==> src/fco_pkg.sv <==
// What this block does
// - Ratio-loaded flag: reset clears, first write sets
// - Low seven ratio bits accept one write
// - Program/erase refused until ratio loaded
// - Prescale bit selects bus clock divided by eight
// - Timing clock equals input over ratio plus one
// - Timing pulse lasts one bus clock cycle unless ratio is zero with prescale off
// - Option byte copied into option register at reset
// - Option bits five to two read zero
// - Bus writes to option register ignored
// - Key disabled means no backdoor unlock
// - Key enable and data writes accepted only from secure firmware; closing write from any source
// - Matching ordered eight-byte key unsecures until reset
// - Remap-off bit disables vector redirection
// - Only code 1:0 means unsecured
// - Secure state blocks unsecured memory accesses
// - Key match or passing blank check sets code 1:0
// - Six byte registers, one loaded at reset
// - Blocked write ignored, blocked read returns zero
// - Early program/erase sets access error, ignored
package fco_pkg;
    // ----------------------------------------
    // Register map
    // ----------------------------------------
    localparam logic [3:0] FCO_ADDR_RATIO = 4'h0;
    localparam logic [3:0] FCO_ADDR_OPTS = 4'h1;
    localparam logic [3:0] FCO_ADDR_KEYCTL = 4'h2;
    localparam logic [3:0] FCO_ADDR_STATUS = 4'h3;
    localparam logic [3:0] FCO_ADDR_KEYDATA = 4'h4;
    localparam logic [3:0] FCO_ADDR_CMD = 4'h5;
    // ----------------------------------------
    // Fields and reset values
    // ----------------------------------------
    localparam int FCO_LOADED_BIT = 7;
    localparam int FCO_PRESCALE_BIT = 6;
    localparam int FCO_RATIO_W = 6;
    localparam int FCO_BACKDOOR_KEY_ALLOW_BIT = 7;
    localparam int FCO_REMAP_OFF_BIT = 6;
    localparam int FCO_KEY_BYTES = 8;
    localparam int FCO_PRESCALE_DIV = 8;
    localparam logic [6:0] FCO_RATIO_RST = 7'h00;
    localparam logic [1:0] FCO_SEC_OPEN = 2'h2;
    localparam logic [7:0] FCO_OPTS_MASK = 8'hC3;
    localparam int FCO_ERR_BIT = 4;
    localparam int FCO_BLANK_BIT = 2;
    localparam logic [7:0] FCO_CMD_BLANK = 8'h05;
    localparam logic [7:0] FCO_CMD_PROG = 8'h20;
    localparam logic [7:0] FCO_CMD_BURST = 8'h25;
    localparam logic [7:0] FCO_CMD_PAGE_ERASE = 8'h40;
    localparam logic [7:0] FCO_CMD_MASS_ERASE = 8'h41;
    localparam int FCO_PULSE_CYC = 1;
endpackage

==> src/fco_tick_if.sv <==
`timescale 1ns/1ns
`default_nettype none
interface fco_tick_if;
    logic load;
    logic prescale;
    logic [5:0] ratio;
    logic tick;
    modport src (input load, input prescale, input ratio, output tick);
    modport user (output load, output prescale, output ratio, input tick);
endinterface
`default_nettype wire

==> src/fco_tick_gen.sv <==
`timescale 1ns/1ns
`default_nettype none
module fco_tick_gen
    import fco_pkg::*;
(
    input wire logic i_mclk,
    input wire logic i_resetn,
    fco_tick_if.src t
);
    logic [2:0] pre_ff;
    logic [5:0] cnt_ff;
    logic tick_ff;
    wire pre_hit = (pre_ff == 3'(FCO_PRESCALE_DIV - 1));
    wire div_in = t.prescale ? pre_hit : 1'b1;
    wire cnt_hit = (cnt_ff == 6'h00);
    always_ff @(posedge i_mclk) begin
        if (!i_resetn || !t.load) begin
            pre_ff <= 3'h0;
            cnt_ff <= 6'h00;
            tick_ff <= 1'b0;
        end else begin
            pre_ff <= pre_hit ? 3'h0 : pre_ff + 3'h1;
            tick_ff <= div_in && cnt_hit;
            if (div_in) begin
                cnt_ff <= cnt_hit ? t.ratio : cnt_ff - 6'h01;
            end
        end
    end
    assign t.tick = tick_ff;
endmodule // fco_tick_gen
`default_nettype wire

==> src/fco_flash_opts.sv <==
// Chosen here: the plain strobed port and the placing of the registers.
`timescale 1ns/1ns
`default_nettype none
module fco_flash_opts
    import fco_pkg::*;
(
    input wire logic i_mclk,
    input wire logic i_resetn,
    input wire logic [3:0] i_addr,
    input wire logic [7:0] i_wdata,
    input wire logic i_wr,
    input wire logic i_rd,
    input wire logic i_secure_src,
    input wire logic i_mem_req,
    input wire logic i_mem_wr,
    input wire logic [7:0] i_mem_rdata,
    input wire logic [7:0] i_stored_option_byte,
    input wire logic [63:0] i_stored_unlock_key,
    input wire logic i_blank_done,
    input wire logic i_blank_ok,
    output logic [7:0] o_rdata,
    output logic [7:0] o_mem_rdata,
    output logic o_mem_wr_en,
    output logic o_nvm_timing_clock,
    output logic o_cmd_start,
    output logic [7:0] o_cmd_code,
    output logic o_vector_remap_off,
    output logic o_secure
);
    import fco_pkg::*;
    // ----------------------------------------
    // State
    // ----------------------------------------
    typedef enum logic [1:0] {
        FCO_K_IDLE = 2'b00,
        FCO_K_COLLECT = 2'b01,
        FCO_K_FAIL = 2'b10
    } fco_key_t;
    fco_key_t key_st_ff;
    logic ratio_loaded_flag_ff;
    logic [6:0] ratio_ff;
    logic [7:0] opts_ff;
    logic opts_taken_ff;
    logic [1:0] security_code_ff;
    logic access_error_flag_ff;
    logic blank_ff;
    logic [3:0] key_idx_ff;
    logic key_acc_ff;
    logic [7:0] rdata_ff;
    logic [7:0] mem_rdata_ff;
    logic mem_wr_en_ff;
    logic cmd_start_ff;
    logic [7:0] cmd_code_ff;
    logic remap_ff;
    logic secure_ff;
    logic [7:0] key_bytes [FCO_KEY_BYTES];
    // ----------------------------------------
    // Decode
    // ----------------------------------------
    wire wr_ratio = i_wr && (i_addr == FCO_ADDR_RATIO);
    wire wr_keyctl = i_wr && (i_addr == FCO_ADDR_KEYCTL);
    wire wr_status = i_wr && (i_addr == FCO_ADDR_STATUS);
    wire wr_keydata = i_wr && (i_addr == FCO_ADDR_KEYDATA);
    wire wr_cmd = i_wr && (i_addr == FCO_ADDR_CMD);
    wire is_secure = (security_code_ff != FCO_SEC_OPEN);
    wire is_pe = (i_wdata == FCO_CMD_PROG) || (i_wdata == FCO_CMD_BURST) ||
        (i_wdata == FCO_CMD_PAGE_ERASE) || (i_wdata == FCO_CMD_MASS_ERASE);
    wire pe_refused = wr_cmd && is_pe && !ratio_loaded_flag_ff;
    wire cmd_go = wr_cmd && !pe_refused;
    wire key_allowed = opts_ff[FCO_BACKDOOR_KEY_ALLOW_BIT] && i_secure_src;
    wire key_byte_ok = (key_idx_ff < 4'(FCO_KEY_BYTES)) &&
        (i_wdata == key_bytes[key_idx_ff[2:0]]);
    wire key_finish = wr_keyctl && key_acc_ff && !i_wdata[5];
    wire key_match = key_finish && (key_st_ff == FCO_K_COLLECT) &&
        (key_idx_ff == 4'(FCO_KEY_BYTES));
    wire mem_block = i_mem_req && is_secure && !i_secure_src;
    wire [7:0] ratio_rd = {ratio_loaded_flag_ff, ratio_ff};
    // The security bits read back the working code, so an unlock shows up here.
    wire [7:0] opts_rd = {opts_ff[7:2], security_code_ff} & FCO_OPTS_MASK;
    wire [7:0] status_rd = {3'h0, access_error_flag_ff, 1'b0, blank_ff, 2'h0};
    wire [7:0] rd_mux = (i_addr == FCO_ADDR_RATIO) ? ratio_rd :
        (i_addr == FCO_ADDR_OPTS) ? opts_rd :
        (i_addr == FCO_ADDR_KEYCTL) ? {2'h0, key_acc_ff, 5'h00} :
        (i_addr == FCO_ADDR_STATUS) ? status_rd : 8'h00;
    // ----------------------------------------
    // Stored key split into bytes
    // ----------------------------------------
    genvar g;
    generate
        for (g = 0; g < FCO_KEY_BYTES; g++) begin : g_key
            assign key_bytes[g] = i_stored_unlock_key[8*g +: 8];
        end
    endgenerate
    // ----------------------------------------
    // Timing strobe
    // ----------------------------------------
    fco_tick_if tk();
    assign tk.load = ratio_loaded_flag_ff;
    assign tk.prescale = ratio_ff[FCO_PRESCALE_BIT];
    assign tk.ratio = ratio_ff[FCO_RATIO_W-1:0];
    fco_tick_gen u_tick (
        .i_mclk(i_mclk),
        .i_resetn(i_resetn),
        .t(tk.src)
    );
    // ----------------------------------------
    // Divider register
    // ----------------------------------------
    always_ff @(posedge i_mclk) begin
        if (!i_resetn) begin
            ratio_loaded_flag_ff <= 1'b0;
            ratio_ff <= FCO_RATIO_RST;
        end else if (wr_ratio && !ratio_loaded_flag_ff) begin
            ratio_loaded_flag_ff <= 1'b1;
            ratio_ff <= i_wdata[6:0];
        end
    end
    // ----------------------------------------
    // Option register, loaded during reset
    // ----------------------------------------
    // The option byte is sampled while reset is held, so a stored value
    // that settles late in reset is still caught; bus writes never land.
    always_ff @(posedge i_mclk) begin
        if (!i_resetn) begin
            opts_ff <= i_stored_option_byte;
            opts_taken_ff <= 1'b0;
        end else begin
            opts_taken_ff <= 1'b1;
        end
    end
    // ----------------------------------------
    // Security state
    // ----------------------------------------
    always_ff @(posedge i_mclk) begin
        if (!i_resetn) begin
            security_code_ff <= i_stored_option_byte[1:0];
        end else if (key_match || (i_blank_done && i_blank_ok)) begin
            security_code_ff <= FCO_SEC_OPEN;
        end
    end
    // ----------------------------------------
    // Key sequencer
    // ----------------------------------------
    always_ff @(posedge i_mclk) begin
        if (!i_resetn) begin
            key_acc_ff <= 1'b0;
            key_st_ff <= FCO_K_IDLE;
            key_idx_ff <= 4'h0;
        end else if (wr_keyctl && i_secure_src) begin
            key_acc_ff <= i_wdata[5];
            key_st_ff <= i_wdata[5] ? FCO_K_COLLECT : FCO_K_IDLE;
            key_idx_ff <= 4'h0;
        end else if (wr_keydata && key_acc_ff) begin
            case (key_st_ff)
                FCO_K_COLLECT: begin
                    if (key_allowed && key_byte_ok) begin
                        key_idx_ff <= key_idx_ff + 4'h1;
                    end else begin
                        key_st_ff <= FCO_K_FAIL;
                    end
                end
                FCO_K_FAIL: key_st_ff <= FCO_K_FAIL;
                default: key_st_ff <= FCO_K_IDLE;
            endcase
        end
    end
    // ----------------------------------------
    // Status and command launch
    // ----------------------------------------
    always_ff @(posedge i_mclk) begin
        if (!i_resetn) begin
            access_error_flag_ff <= 1'b0;
            blank_ff <= 1'b0;
        end else begin
            // Hardware set wins over a same-cycle software clear.
            if (pe_refused) begin
                access_error_flag_ff <= 1'b1;
            end else if (wr_status && i_wdata[FCO_ERR_BIT]) begin
                access_error_flag_ff <= 1'b0;
            end
            if (i_blank_done) begin
                blank_ff <= i_blank_ok;
            end else if (cmd_go) begin
                blank_ff <= 1'b0;
            end
        end
    end
    // ----------------------------------------
    // Outputs
    // ----------------------------------------
    always_ff @(posedge i_mclk) begin
        if (!i_resetn) begin
            rdata_ff <= 8'h00;
            mem_rdata_ff <= 8'h00;
            mem_wr_en_ff <= 1'b0;
            cmd_start_ff <= 1'b0;
            cmd_code_ff <= 8'h00;
            remap_ff <= 1'b0;
            secure_ff <= 1'b1;
            o_nvm_timing_clock <= 1'b0;
        end else begin
            rdata_ff <= i_rd ? rd_mux : 8'h00;
            mem_rdata_ff <= mem_block ? 8'h00 : i_mem_rdata;
            mem_wr_en_ff <= i_mem_req && i_mem_wr && !mem_block;
            cmd_start_ff <= cmd_go;
            if (cmd_go) begin
                cmd_code_ff <= i_wdata;
            end
            remap_ff <= opts_ff[FCO_REMAP_OFF_BIT];
            secure_ff <= is_secure;
            o_nvm_timing_clock <= tk.tick;
        end
    end
    assign o_rdata = rdata_ff;
    assign o_mem_rdata = mem_rdata_ff;
    assign o_mem_wr_en = mem_wr_en_ff;
    assign o_cmd_start = cmd_start_ff;
    assign o_cmd_code = cmd_code_ff;
    assign o_vector_remap_off = remap_ff;
    assign o_secure = secure_ff;
    // ----------------------------------------
    // Checks
    // ----------------------------------------
    property p_loaded_sticky;
        @(posedge i_mclk) disable iff (!i_resetn)
        ratio_loaded_flag_ff |=> ratio_loaded_flag_ff;
    endproperty
    a_loaded_sticky: assert property (p_loaded_sticky) else $error("loaded flag fell");
    property p_first_write;
        @(posedge i_mclk) disable iff (!i_resetn)
        (wr_ratio && !ratio_loaded_flag_ff) |=> ratio_loaded_flag_ff &&
            ratio_ff == $past(i_wdata[6:0]);
    endproperty
    a_first_write: assert property (p_first_write) else $error("first write lost");
    property p_once;
        @(posedge i_mclk) disable iff (!i_resetn)
        ratio_loaded_flag_ff |=> $stable(ratio_ff);
    endproperty
    a_once: assert property (p_once) else $error("ratio rewritten");
    property p_refuse;
        @(posedge i_mclk) disable iff (!i_resetn)
        (wr_cmd && is_pe && !ratio_loaded_flag_ff) |=> !o_cmd_start && access_error_flag_ff;
    endproperty
    a_refuse: assert property (p_refuse) else $error("early command ran");
    property p_no_tick;
        @(posedge i_mclk) disable iff (!i_resetn)
        !ratio_loaded_flag_ff |=> !tk.tick;
    endproperty
    a_no_tick: assert property (p_no_tick) else $error("tick before load");
    property p_tick_one;
        @(posedge i_mclk) disable iff (!i_resetn)
        (tk.tick && ratio_ff[5:0] != 6'h00) |=> !tk.tick;
    endproperty
    a_tick_one: assert property (p_tick_one) else $error("tick too long");
    property p_opts_hold;
        @(posedge i_mclk) disable iff (!i_resetn)
        opts_taken_ff |=> $stable(opts_ff);
    endproperty
    a_opts_hold: assert property (p_opts_hold) else $error("options changed");
    property p_block_rd;
        @(posedge i_mclk) disable iff (!i_resetn)
        (i_mem_req && is_secure && !i_secure_src) |=> o_mem_rdata == 8'h00 && !o_mem_wr_en;
    endproperty
    a_block_rd: assert property (p_block_rd) else $error("blocked access leaked");
    property p_nokey;
        @(posedge i_mclk) disable iff (!i_resetn)
        (!opts_ff[FCO_BACKDOOR_KEY_ALLOW_BIT] && !i_blank_done && is_secure) |=> is_secure;
    endproperty
    a_nokey: assert property (p_nokey) else $error("key bypass");
endmodule // fco_flash_opts
`default_nettype wire

==> config.mk <==
export PLATFORM = sky130hd
export DESIGN_NAME = fco_flash_opts
export DESIGN_NICKNAME = d
export VERILOG_FILES = /design/src/fco_pkg.sv /design/src/fco_tick_if.sv /design/src/fco_tick_gen.sv /design/src/fco_flash_opts.sv
export SDC_FILE = /design/constraint.sdc
export NUM_CORES = 1
export LEC_CHECK = 0
export BUFFER_PORTS_ARGS = -buffer_cell sky130_fd_sc_hd__buf_4
export CAP_MARGIN = 20
export CORE_MARGIN = 2
export CORE_UTILIZATION = 48
export DETAILED_ROUTE_END_ITERATION = 7
export PLACE_DENSITY_LB_ADDON = 0.05
export SYNTH_ARGS = -nofsm -noshare
export SYNTH_HDL_FRONTEND = slang
export SYNTH_SLANG_ARGS = --single-unit
==> constraint.sdc <==
create_clock -name i_mclk -period 3.5 [get_ports i_mclk]
set_clock_uncertainty 0.2 [all_clocks]
set_input_delay 0 -clock i_mclk [delete_from_list [all_inputs] [get_ports i_mclk]]
set_output_delay 0 -clock i_mclk [all_outputs]
set_load 0.03 [all_outputs]
---- Yosys cells after proc, flatten, opt, wreduce, memory -nomap -nowiden ----
Cells that the tools add are included.
storage, ports and cells
  register bits after elaboration ......... 66
  latch bits .............................. 0
  RAM bits ................................ 0
  ROM bits ................................ 0
  bits of input ports ..................... 101
  output and inout bits ................... 29
  logic and storage cells ................. 111
  memories kept ........................... 0
operators by class
  $add $sub $neg .......................... 3
  multipliers ............................. 0
  divide/modulo/power cells ............... 0
  magnitude comparators ................... 2
  equal/unequal tests ..................... 17
  shifts and indexed selects .............. 0
  muxes and demuxes ....................... 20
  bitwise operators ....................... 2
  reduce and logical (&&, ||, !) cells .... 47
operator list
  kind                   number
  $mux W8                4
  $logic_and A1 B1 Y1    25
  $bmux W8 S3            1
  $eq A8 B6 Y1 const B   2
  $eq A8 B7 Y1 const B   2
  $mux W6                2
  $mux W2                5
  $eq A4 B2 Y1 const B   2
  $eq A4 B3 Y1 const B   2
  $eq A8 B8 Y1           1
  $logic_not A1 Y1       6
  $logic_not A6 Y1       1
  $mux W1                6
  $reduce_bool A2 Y1     3
  $reduce_or A2 Y1       3
  $sub A6 B1 Y6 const B  1
  $logic_or A1 B1 Y1     5
  $mux W5                1
  $add A4 B1 Y4 const B  1
  $eq A4 B1 Y1 const B   1
  $eq A4 B4 Y1 const B   1
  $ge A4 B4 Y1 const B   1
  $logic_not A4 Y1       1
  $lt A4 B4 Y1 const B   1
  other kinds (12)       13

---- Longest topological paths before layout ----
Gate-level depths: netlist of the first run.
  depth in word-level cells ............... 11
  mapped depth ............................ 9

---- Hierarchy ----
Synthesis of the first run repeated with hierarchy kept, for this count alone.
unflattened totals
  cells, all modules ...................... 313
  area total of the unflattened synthesis .. 3,061.7 um^2
modules (own cells, without submodules)
  module          instances  cells an instance  area each (um^2)  seq. area each (um^2)
  fco_flash_opts  1          253                2,514.9           1,041.0
  fco_tick_gen    1          60                 546.8             200.2

---- Least setup slack after synthesis of the first run ----
OpenSTA, ideal clock, no wires.
  path type ............................... register to register
  from .................................... reg key_idx_ff[1]
  to ...................................... reg key_idx_ff[2]
  setup time .............................. 0.115 ns
  arrival ................................. 2.189 ns
  data required time ...................... 3.185 ns
  setup slack ............................. 0.996 ns
  cell stages (with the launch flop) ...... 9
  buffers on the path ..................... 1
  cell sequence ........................... dfxtp_1 buf_6 mux4_1 mux2i_1 xnor2_1 o2111ai_1 nor4_4 a21oi_1 o21a_1
between the ends
  word-level cells in the longest chain between the ends .. 8
RTL lines
  element                                     line                   source
  start, declared                             fco_flash_opts.sv:47   logic [3:0] key_idx_ff;
  start signal, assigned                      fco_flash_opts.sv:157  key_idx_ff <= key_idx_ff + 4'h1;
  $not A3 Y4 (not written as such)            fco_flash_opts.sv:72   (i_wdata == key_bytes[key_idx_ff[2:0]]);
  $bmux W8 S3                                 fco_flash_opts.sv:72
  $mux W8 (not written as such) (2 in a row)  fco_flash_opts.sv:72
  $eq A8 B8 Y1                                fco_flash_opts.sv:72
  $logic_and A1 B1 Y1                         fco_flash_opts.sv:71   wire key_byte_ok = (key_idx_ff < 4'(FCO_KEY_BYTES)) &&
  $logic_and A1 B1 Y1                         fco_flash_opts.sv:156  if (key_allowed && key_byte_ok) begin
  $reduce_and A3 Y1 (no source line)          --
Several ways; a longest one is shown, not always the timed one. The select of a mux whose other input is x is not followed.
A chain may end at the register's enable or synchronous reset.

---- Final worst setup path of the first run ----
  from .................................... reg key_idx_ff[0]
  to ...................................... reg key_st_ff[1]
between the ends
  word-level cells in the longest chain between the ends .. 9
RTL lines
  element                                     line                   source
  $not A3 Y4 (not written as such)            fco_flash_opts.sv:72
  $bmux W8 S3                                 fco_flash_opts.sv:72
  $mux W8 (not written as such) (2 in a row)  fco_flash_opts.sv:72
  $eq A8 B8 Y1                                fco_flash_opts.sv:72
  $logic_and A1 B1 Y1 (*)                     fco_flash_opts.sv:71
  $logic_and A1 B1 Y1 (*)                     fco_flash_opts.sv:156
  $ne A3 B3 Y1 (no source line) (*)           --
  $reduce_and A2 Y1 (no source line) (*)      --
  end signal, assigned                        fco_flash_opts.sv:151  key_st_ff <= i_wdata[5] ? FCO_K_COLLECT : FCO_K_IDLE;
  end, declared                               fco_flash_opts.sv:39   fco_key_t key_st_ff;
Every way passes the cells marked *; elsewhere a longest branch is shown, timed or not. The select of a mux whose other input is x is not followed.

==> results of run 1 <==
-- flip-flops by register name, summed over array words and instances, names as in the netlist, 2 cells and up --
| signal | cells |
|---|---|
| o_rdata | 8 |
| u_tick.pre_ff | 3 |
| o_mem_rdata | 8 |
| ratio_ff | 7 |
| u_tick.cnt_ff | 6 |
| opts_ff | 2 |
| key_st_ff | 2 |
| key_idx_ff | 4 |
| security_code_ff | 2 |
| o_cmd_code | 8 |
-- through the flow --
stage	util	worst slack (ps)	power (mW)	hold slack, ps
after floorplan	-	996	0.812	-101
after global placement	0.668	708	0.923	-11.4
after detailed placement	0.668	683	0.928	-14.0
after CTS	0.759	636	1.53	66.1
after global routing	0.759	463	1.59	125
final	0.759	646	1.53	76.3
-- layout make-up --
class,count,area (um2),share of cell area
inverter,10,37.5,0.00826
tap,75,93.8,0.0206
clock buffer,11,151,0.0333
sequential,60,1240,0.273
clock inverter,5,35.0,0.00771
timing repair buffer,165,1330,0.292
multi-input combinational,225,1660,0.365
-- routing by layer --
layer  vias up  global-route usage  part of all wire
met1      1387               0.308              0.41
met2       101               0.437              0.51
met3        12              0.0825             0.062
li1       1434                   -                 -
met5         -                   0                 0
met4         0              0.0671             0.015
-- power breakdown --
part           switching [mW]  leakage [nW]  internal (mW)
logic                  0.0924          1.34          0.138
clock network           0.290        0.0919          0.295
registers             0.00733         0.494          0.706
-- kinds of logic (layout without fill, tap and decap cells) --
family / Yosys count / after routing / share of synthesized area
flip-flops: 60 / 60 / 0.413
AND/OR/NAND/NOR: 122 / 122 / 0.209
buffers and inverters: 23 / 191 / 0.0362
adder cells (fa/ha/maj): 7 / 7 / 0.0291
multiplexers: 48 / 48 / 0.204
XOR/XNOR: 6 / 6 / 0.0175
AO/OA/AOI/OAI: 42 / 42 / 0.0911
-- Yosys cell counts (all sizes together), types with 4 or more instances --
cell type / instances / area, um2
inv: 10 / 37.5
edfxtp: 4 / 120
nand2: 24 / 90.1
nor3b: 5 / 37.5
dfxtp: 56 / 1120
clkbuf: 6 / 22.5
nor3: 6 / 30.0
nor2b: 10 / 62.6
mux2i: 37 / 370
mux4: 10 / 233
buf: 7 / 48.8
ha: 7 / 87.6
xnor2: 5 / 43.8
nor2: 36 / 135
nand4: 4 / 25.0
and2: 11 / 68.8
a21oi: 19 / 95.1
nand3: 10 / 50.1
-- what timing repair did --
item | in CTS | in global routing
endpoints found under the setup margin | 0 | 0
hold buffers | 36 | 0
endpoints found under the hold margin | 55 | 0
-- worst paths after layout --
check / end / slack [ps] / depth (start not counted) / start
setup / recovery: key_st_ff[1] / 650 / 7 / key_idx_ff[0]
hold reg to reg: o_nvm_timing_clock / 240 / 1 / u_tick.t.tick
hold / removal: o_mem_rdata[2] / 80 / 4 / i_mem_req
setup reg to reg: key_st_ff[1] / 650 / 7 / key_idx_ff[0]
-- critical path, delay by kind of cell, from the launching register on --
kind / cells / cell delay (ps)
flops: 1 / 730
mux: 2 / 680
compound gates: 2 / 510
simple gates: 2 / 500
xor+xnor: 1 / 140
==> out/metrics.cfg, run 1 <==
[sta]
max_freq_mhz=350
setup_violations=0
slew_limit_fails=0
final_hold_viol_count=0
slew-limit-headroom=0.377
worstMarginPinSlew_ps=931
timing.final.crit_period_ps=2850
finalSetupTns_ps=0
grt_setup_unrepaired=no
final_period_util=0.815

[logic_synthesis]
yosys_most_used_dff=dfxtp_1
syn_avg_cell_area_um2=9.77
synth_fp_nets=416
seq_area_frac_synth=0.413
post_synth_num_cell_types=54
yosys_warnings=0
number_of_enable_type_register_cells_in_the_synthesized_netlist=4
yosys_register_bits=60
async_reset_ff_frac=0
synthesis.area_mm2=0.00301
syn-instance-count=308

[cts]
cts_root_buffer=clkbuf_8
cts_bufs_inserted=9
clkSlewWorstSetupHoldPaths_ps=70
ctsHtreeMaxLevel=3
cts_max_path_buffers=2
clkSinkCount=60
tritoncts_clock_tree=done
post_cts_resized=0
post_cts.repair.setup_buffers=0
worstSkewPairLatency_ps=350

[global_routing]
global_route_wire_length_before_repair_um=14000
global_route.usage.total=0.255
grt_max_degree=26
antenna_found_initial=0
globalRoute.totalOverflow=0
number_of_global_route_vias_before_repair=3007

[finish]
layout.cells.non_filler=551
area_growth_syn_to_layout_pct=51.1
final_common_cell=buf_4
layout-drive-gt1-share=0.334
fin_nets=579
finalInstanceArea_mm2=0.00455
filler_cell_count=441
highest_count_cells_in_the_layout_ignoring_fill_and_taps=buf_4 (129), dfxtp_1 (56), mux2i_1 (37), nor2_1 (36), dlygate4sd3_1 (36)
diodes=0

[min_path]
holdCritPathClass=in2reg

[floorplan]
die-width_um=83.2
core_area_mm2=0.00599
floorplan.rows=28
chipHeight_um=83.2
floorplan.die_area_mm2=0.00692
io_pins=130
effective_utilization_at_floorplan=0.502

[detailed_routing]
routed_wirelength_um=8570
antenna_left=0
drt-initial-drc-count=155
detail_route.wl_per_cell_um=15.6
drt_first_pass_iters=4
avgViaCountPerCell=5.32
drcViolationCount=0
routed-via-count=2934

[run_status]
run_status=complete, no violations

[worst_setup_path]
critical_path.slowest_cell=dfxtp_1
timing.critical_path.to_type=register
cp_slowest_stage_delay_ps=730
critPathLaunchType=register
cp_cell_sequence=mux2i_1 -> mux4_2 -> xnor2_1 -> a211o_1 -> nor4_4 -> nor2b_1 -> o21ba_1
crit_path_category=reg2reg
critical_path_arrival_ps=2900
crit_path_max_fanout=14
critPathRequiredTime_ps=3540

[place]
finalWeightedCongestion=0.819
dp.cells=499
port_buffers=125
postPlaceCellArea_mm2=0.00400
hpwl_um=6180

[power_and_ir_drop]
power_density_mw_per_mm2=336
power_leakage_nw=1.93
worst_vdd_ir_mv=0.288

[job]
max_cap_violations=0

No activity file was read; power rests on OpenSTA's default activity.
==> inputs of run 2 (changes only) <==
ABC_AREA = 1   (was default)
CORE_UTILIZATION = 44   (was 48)
clock period = 2.4 ns   (was 3.5 ns; I/O delays follow)
==> out/metrics.cfg, run 2 <==
[worst_setup_path]
critical_path.slowest_cell=dlygate4sd3_1
cell_family_contributing_the_most_delay_on_the_critical_path=buffers and inverters
timing.critical_path.to_type=register
critPathRequiredTime_ps=2190
cp_buf_inv_count=3
cp_slowest_stage_delay_ps=560
crit_path_category=in2reg
critical_path_arrival_ps=1960
cp_cell_sequence=dlygate4sd3_1 -> buf_4 -> nor2_1 -> inv_1 -> nor4_1 -> nand3_1 -> o311ai_1
crit_path_max_fanout=3
critPathLaunchType=primary input

[floorplan]
effective_utilization_at_floorplan=0.459
floorplan.rows=31
chipHeight_um=91.4
floorplan.die_area_mm2=0.00836
core_area_mm2=0.00733
die-width_um=91.4
io_pins=130

[logic_synthesis]
synth_xor_area_frac=0.0104
synth_compound_gate_area_share=0.113
yosys_warnings=0
post-synth-top-area-cell=dfxtp_1
ys_top_cells_by_area=dfxtp_1 (33%), nand2_1 (17%), inv_1 (10%), nand3_1 (7.9%), nor2_1 (6.1%)
yosys_most_used_dff=dfxtp_1
synthDominantCellAreaShare=0.333
synth_fp_nets=636
synthesis.area_mm2=0.00336
muxShareOfSynthArea=0
synthSimpleGateAreaFrac=0.343
async_reset_ff_frac=0
synthAdderAreaFrac=0.0260
seq_area_frac_synth=0.369
netlist_top_cells_count=nand2_1 (148), inv_1 (92), dfxtp_1 (56)
post_synth_num_cell_types=31
post-synth-top-count-cell=nand2_1
synth_top_family_by_area=simple AND/OR/NAND/NOR gates
syn_avg_cell_area_um2=6.37
syn-instance-count=528
yosys_register_bits=60
number_of_enable_type_register_cells_in_the_synthesized_netlist=4

[run_status]
run_status=complete, no violations

[sta]
finalSetupTns_ps=0
slew-limit-headroom=0.666
slew_limit_fails=0
worstMarginPinSlew_ps=496
final_period_util=0.905
setup_violations=0
timing.final.crit_period_ps=2170
setup_ws_ps=229
grt_setup_unrepaired=no
max_freq_mhz=461
final_hold_viol_count=0

[cts]
cts_root_buffer=clkbuf_8
tritoncts_clock_tree=done
cts_bufs_inserted=9
worstSkewPairLatency_ps=340
ctsHtreeMaxLevel=3
clkSinkCount=60
clkSlewWorstSetupHoldPaths_ps=80
cts_max_path_buffers=2
post_cts.repair.setup_buffers=0

[detailed_routing]
avgViaCountPerCell=4.85
routed_wirelength_um=9920
antenna_left=0
routed-via-count=3900
drt_first_pass_iters=5
drt-initial-drc-count=216
drcViolationCount=0
detail_route.wl_per_cell_um=12.3

[power_and_ir_drop]
power_density_mw_per_mm2=448
p_total_mw=2.25
power_leakage_nw=2.63
worst_vdd_ir_mv=0.433

[global_routing]
global_route.usage.total=0.245
globalRoute.totalOverflow=0
number_of_global_route_vias_before_repair=3669
global_route_wire_length_before_repair_um=16500
antenna_found_initial=0
grt_max_degree=35

[finish]
layout.cells.non_filler=804
final_common_cell=nand2_1
highest_count_cells_in_the_layout_ignoring_fill_and_taps=nand2_1 (148), buf_4 (128), inv_1 (92), nor2_1 (55), dfxtp_1 (55)
diodes=0
area_growth_syn_to_layout_pct=49.2
fin_nets=808
layout-drive-gt1-share=0.216

[place]
post-place-ws_ps=217
port_buffers=125
hpwl_um=6960
dp.cells=740
finalWeightedCongestion=0.885

[min_path]
holdCritPathClass=in2reg

[job]
max_cap_violations=0

## run 2: changes by cell type in the layout (fill, tap and decap cells not counted), sizes merged, moves of 11 or more
cell         previous run  this run
nor2                   36        57
o21ai                   3        29
inv                    11        93
dlygate4sd3            36        48
and2                   11         0
a21oi                  19        35
nand3                  10        55
mux2i                  37         0
nand2                  24       148
## run 2: cells by family after synthesis
logic type | count (synthesis)
adders and majority gates | 7
xor gates and xnor gates | 4
AOI/OAI and AO/OA | 72
buffers and inverters | 110
and+or+nand+nor | 275
DFF | 60
## run 2: worst min-delay path: stages
cell,delay (ps)
buf_4,70
o21ai_0,80
o211ai_1,120
nand3_1,130
nand3_2,120
nor2_4,60
nand3_1,60
a21oi_1,60
## run 2: through the flow
stage	instance area, um2	hold WS [ps]	util
after floorplan	3360	-101	-
after detailed placement	4360	-18.4	0.595
final	5020	183	0.685
after global placement	4360	-15.2	0.595
after global routing	5020	195	0.685
after CTS	5020	174	0.685
## run 2: where the power goes
| part | leakage [nW] | internal [mW] | switching [mW] | total (mW) |
|---|---|---|---|---|
| combinational | 2.05 | 0.213 | 0.180 | 0.393 |
| sequential | 0.494 | 1.03 | 0.0130 | 1.05 |
| clock | 0.0855 | 0.404 | 0.408 | 0.812 |
| total | 2.63 | 1.65 | 0.601 | 2.25 |
## run 2: per-layer routing
layer / GRT usage / vias to the layer above / part of all wire
met2: 0.432 / 128 / 0.50
li1: - / 1992 / -
met1: 0.301 / 1774 / 0.43
met4: 0.0631 / 0 / 0.0060
met5: 0 / - / 0
met3: 0.0548 / 6 / 0.056
## run 2: layout make-up
cell class,count,area (um2)
fillers,659,2310
multi-input cells,358,1660
repair buffers,177,1460
flip-flops and latches,60,1240
inverters,94,355
clock buffers,11,141
well taps,99,124
clock inverters,5,37.5
## run 2: worst paths after layout
| kind | endpoint | slack [ps] | from | cells past startpoint |
|---|---|---|---|---|
| min | key_idx_ff[0] | 180 | i_stored_unlock_key[10] | 8 |
| min reg2reg | u_tick.pre_ff[0] | 220 | u_tick.pre_ff[0] | 1 |
| max reg2reg | key_idx_ff[1] | 260 | key_idx_ff[1] | 12 |
| max | security_code_ff[0] | 230 | i_addr[2] | 7 |
## run 2: repair_timing
item / CTS / global route
endpoints found under the setup margin: 0 / 3
hold endpoints to repair: 55 / 0
resized for setup: 0 / 2
hold buffers: 48 / 0
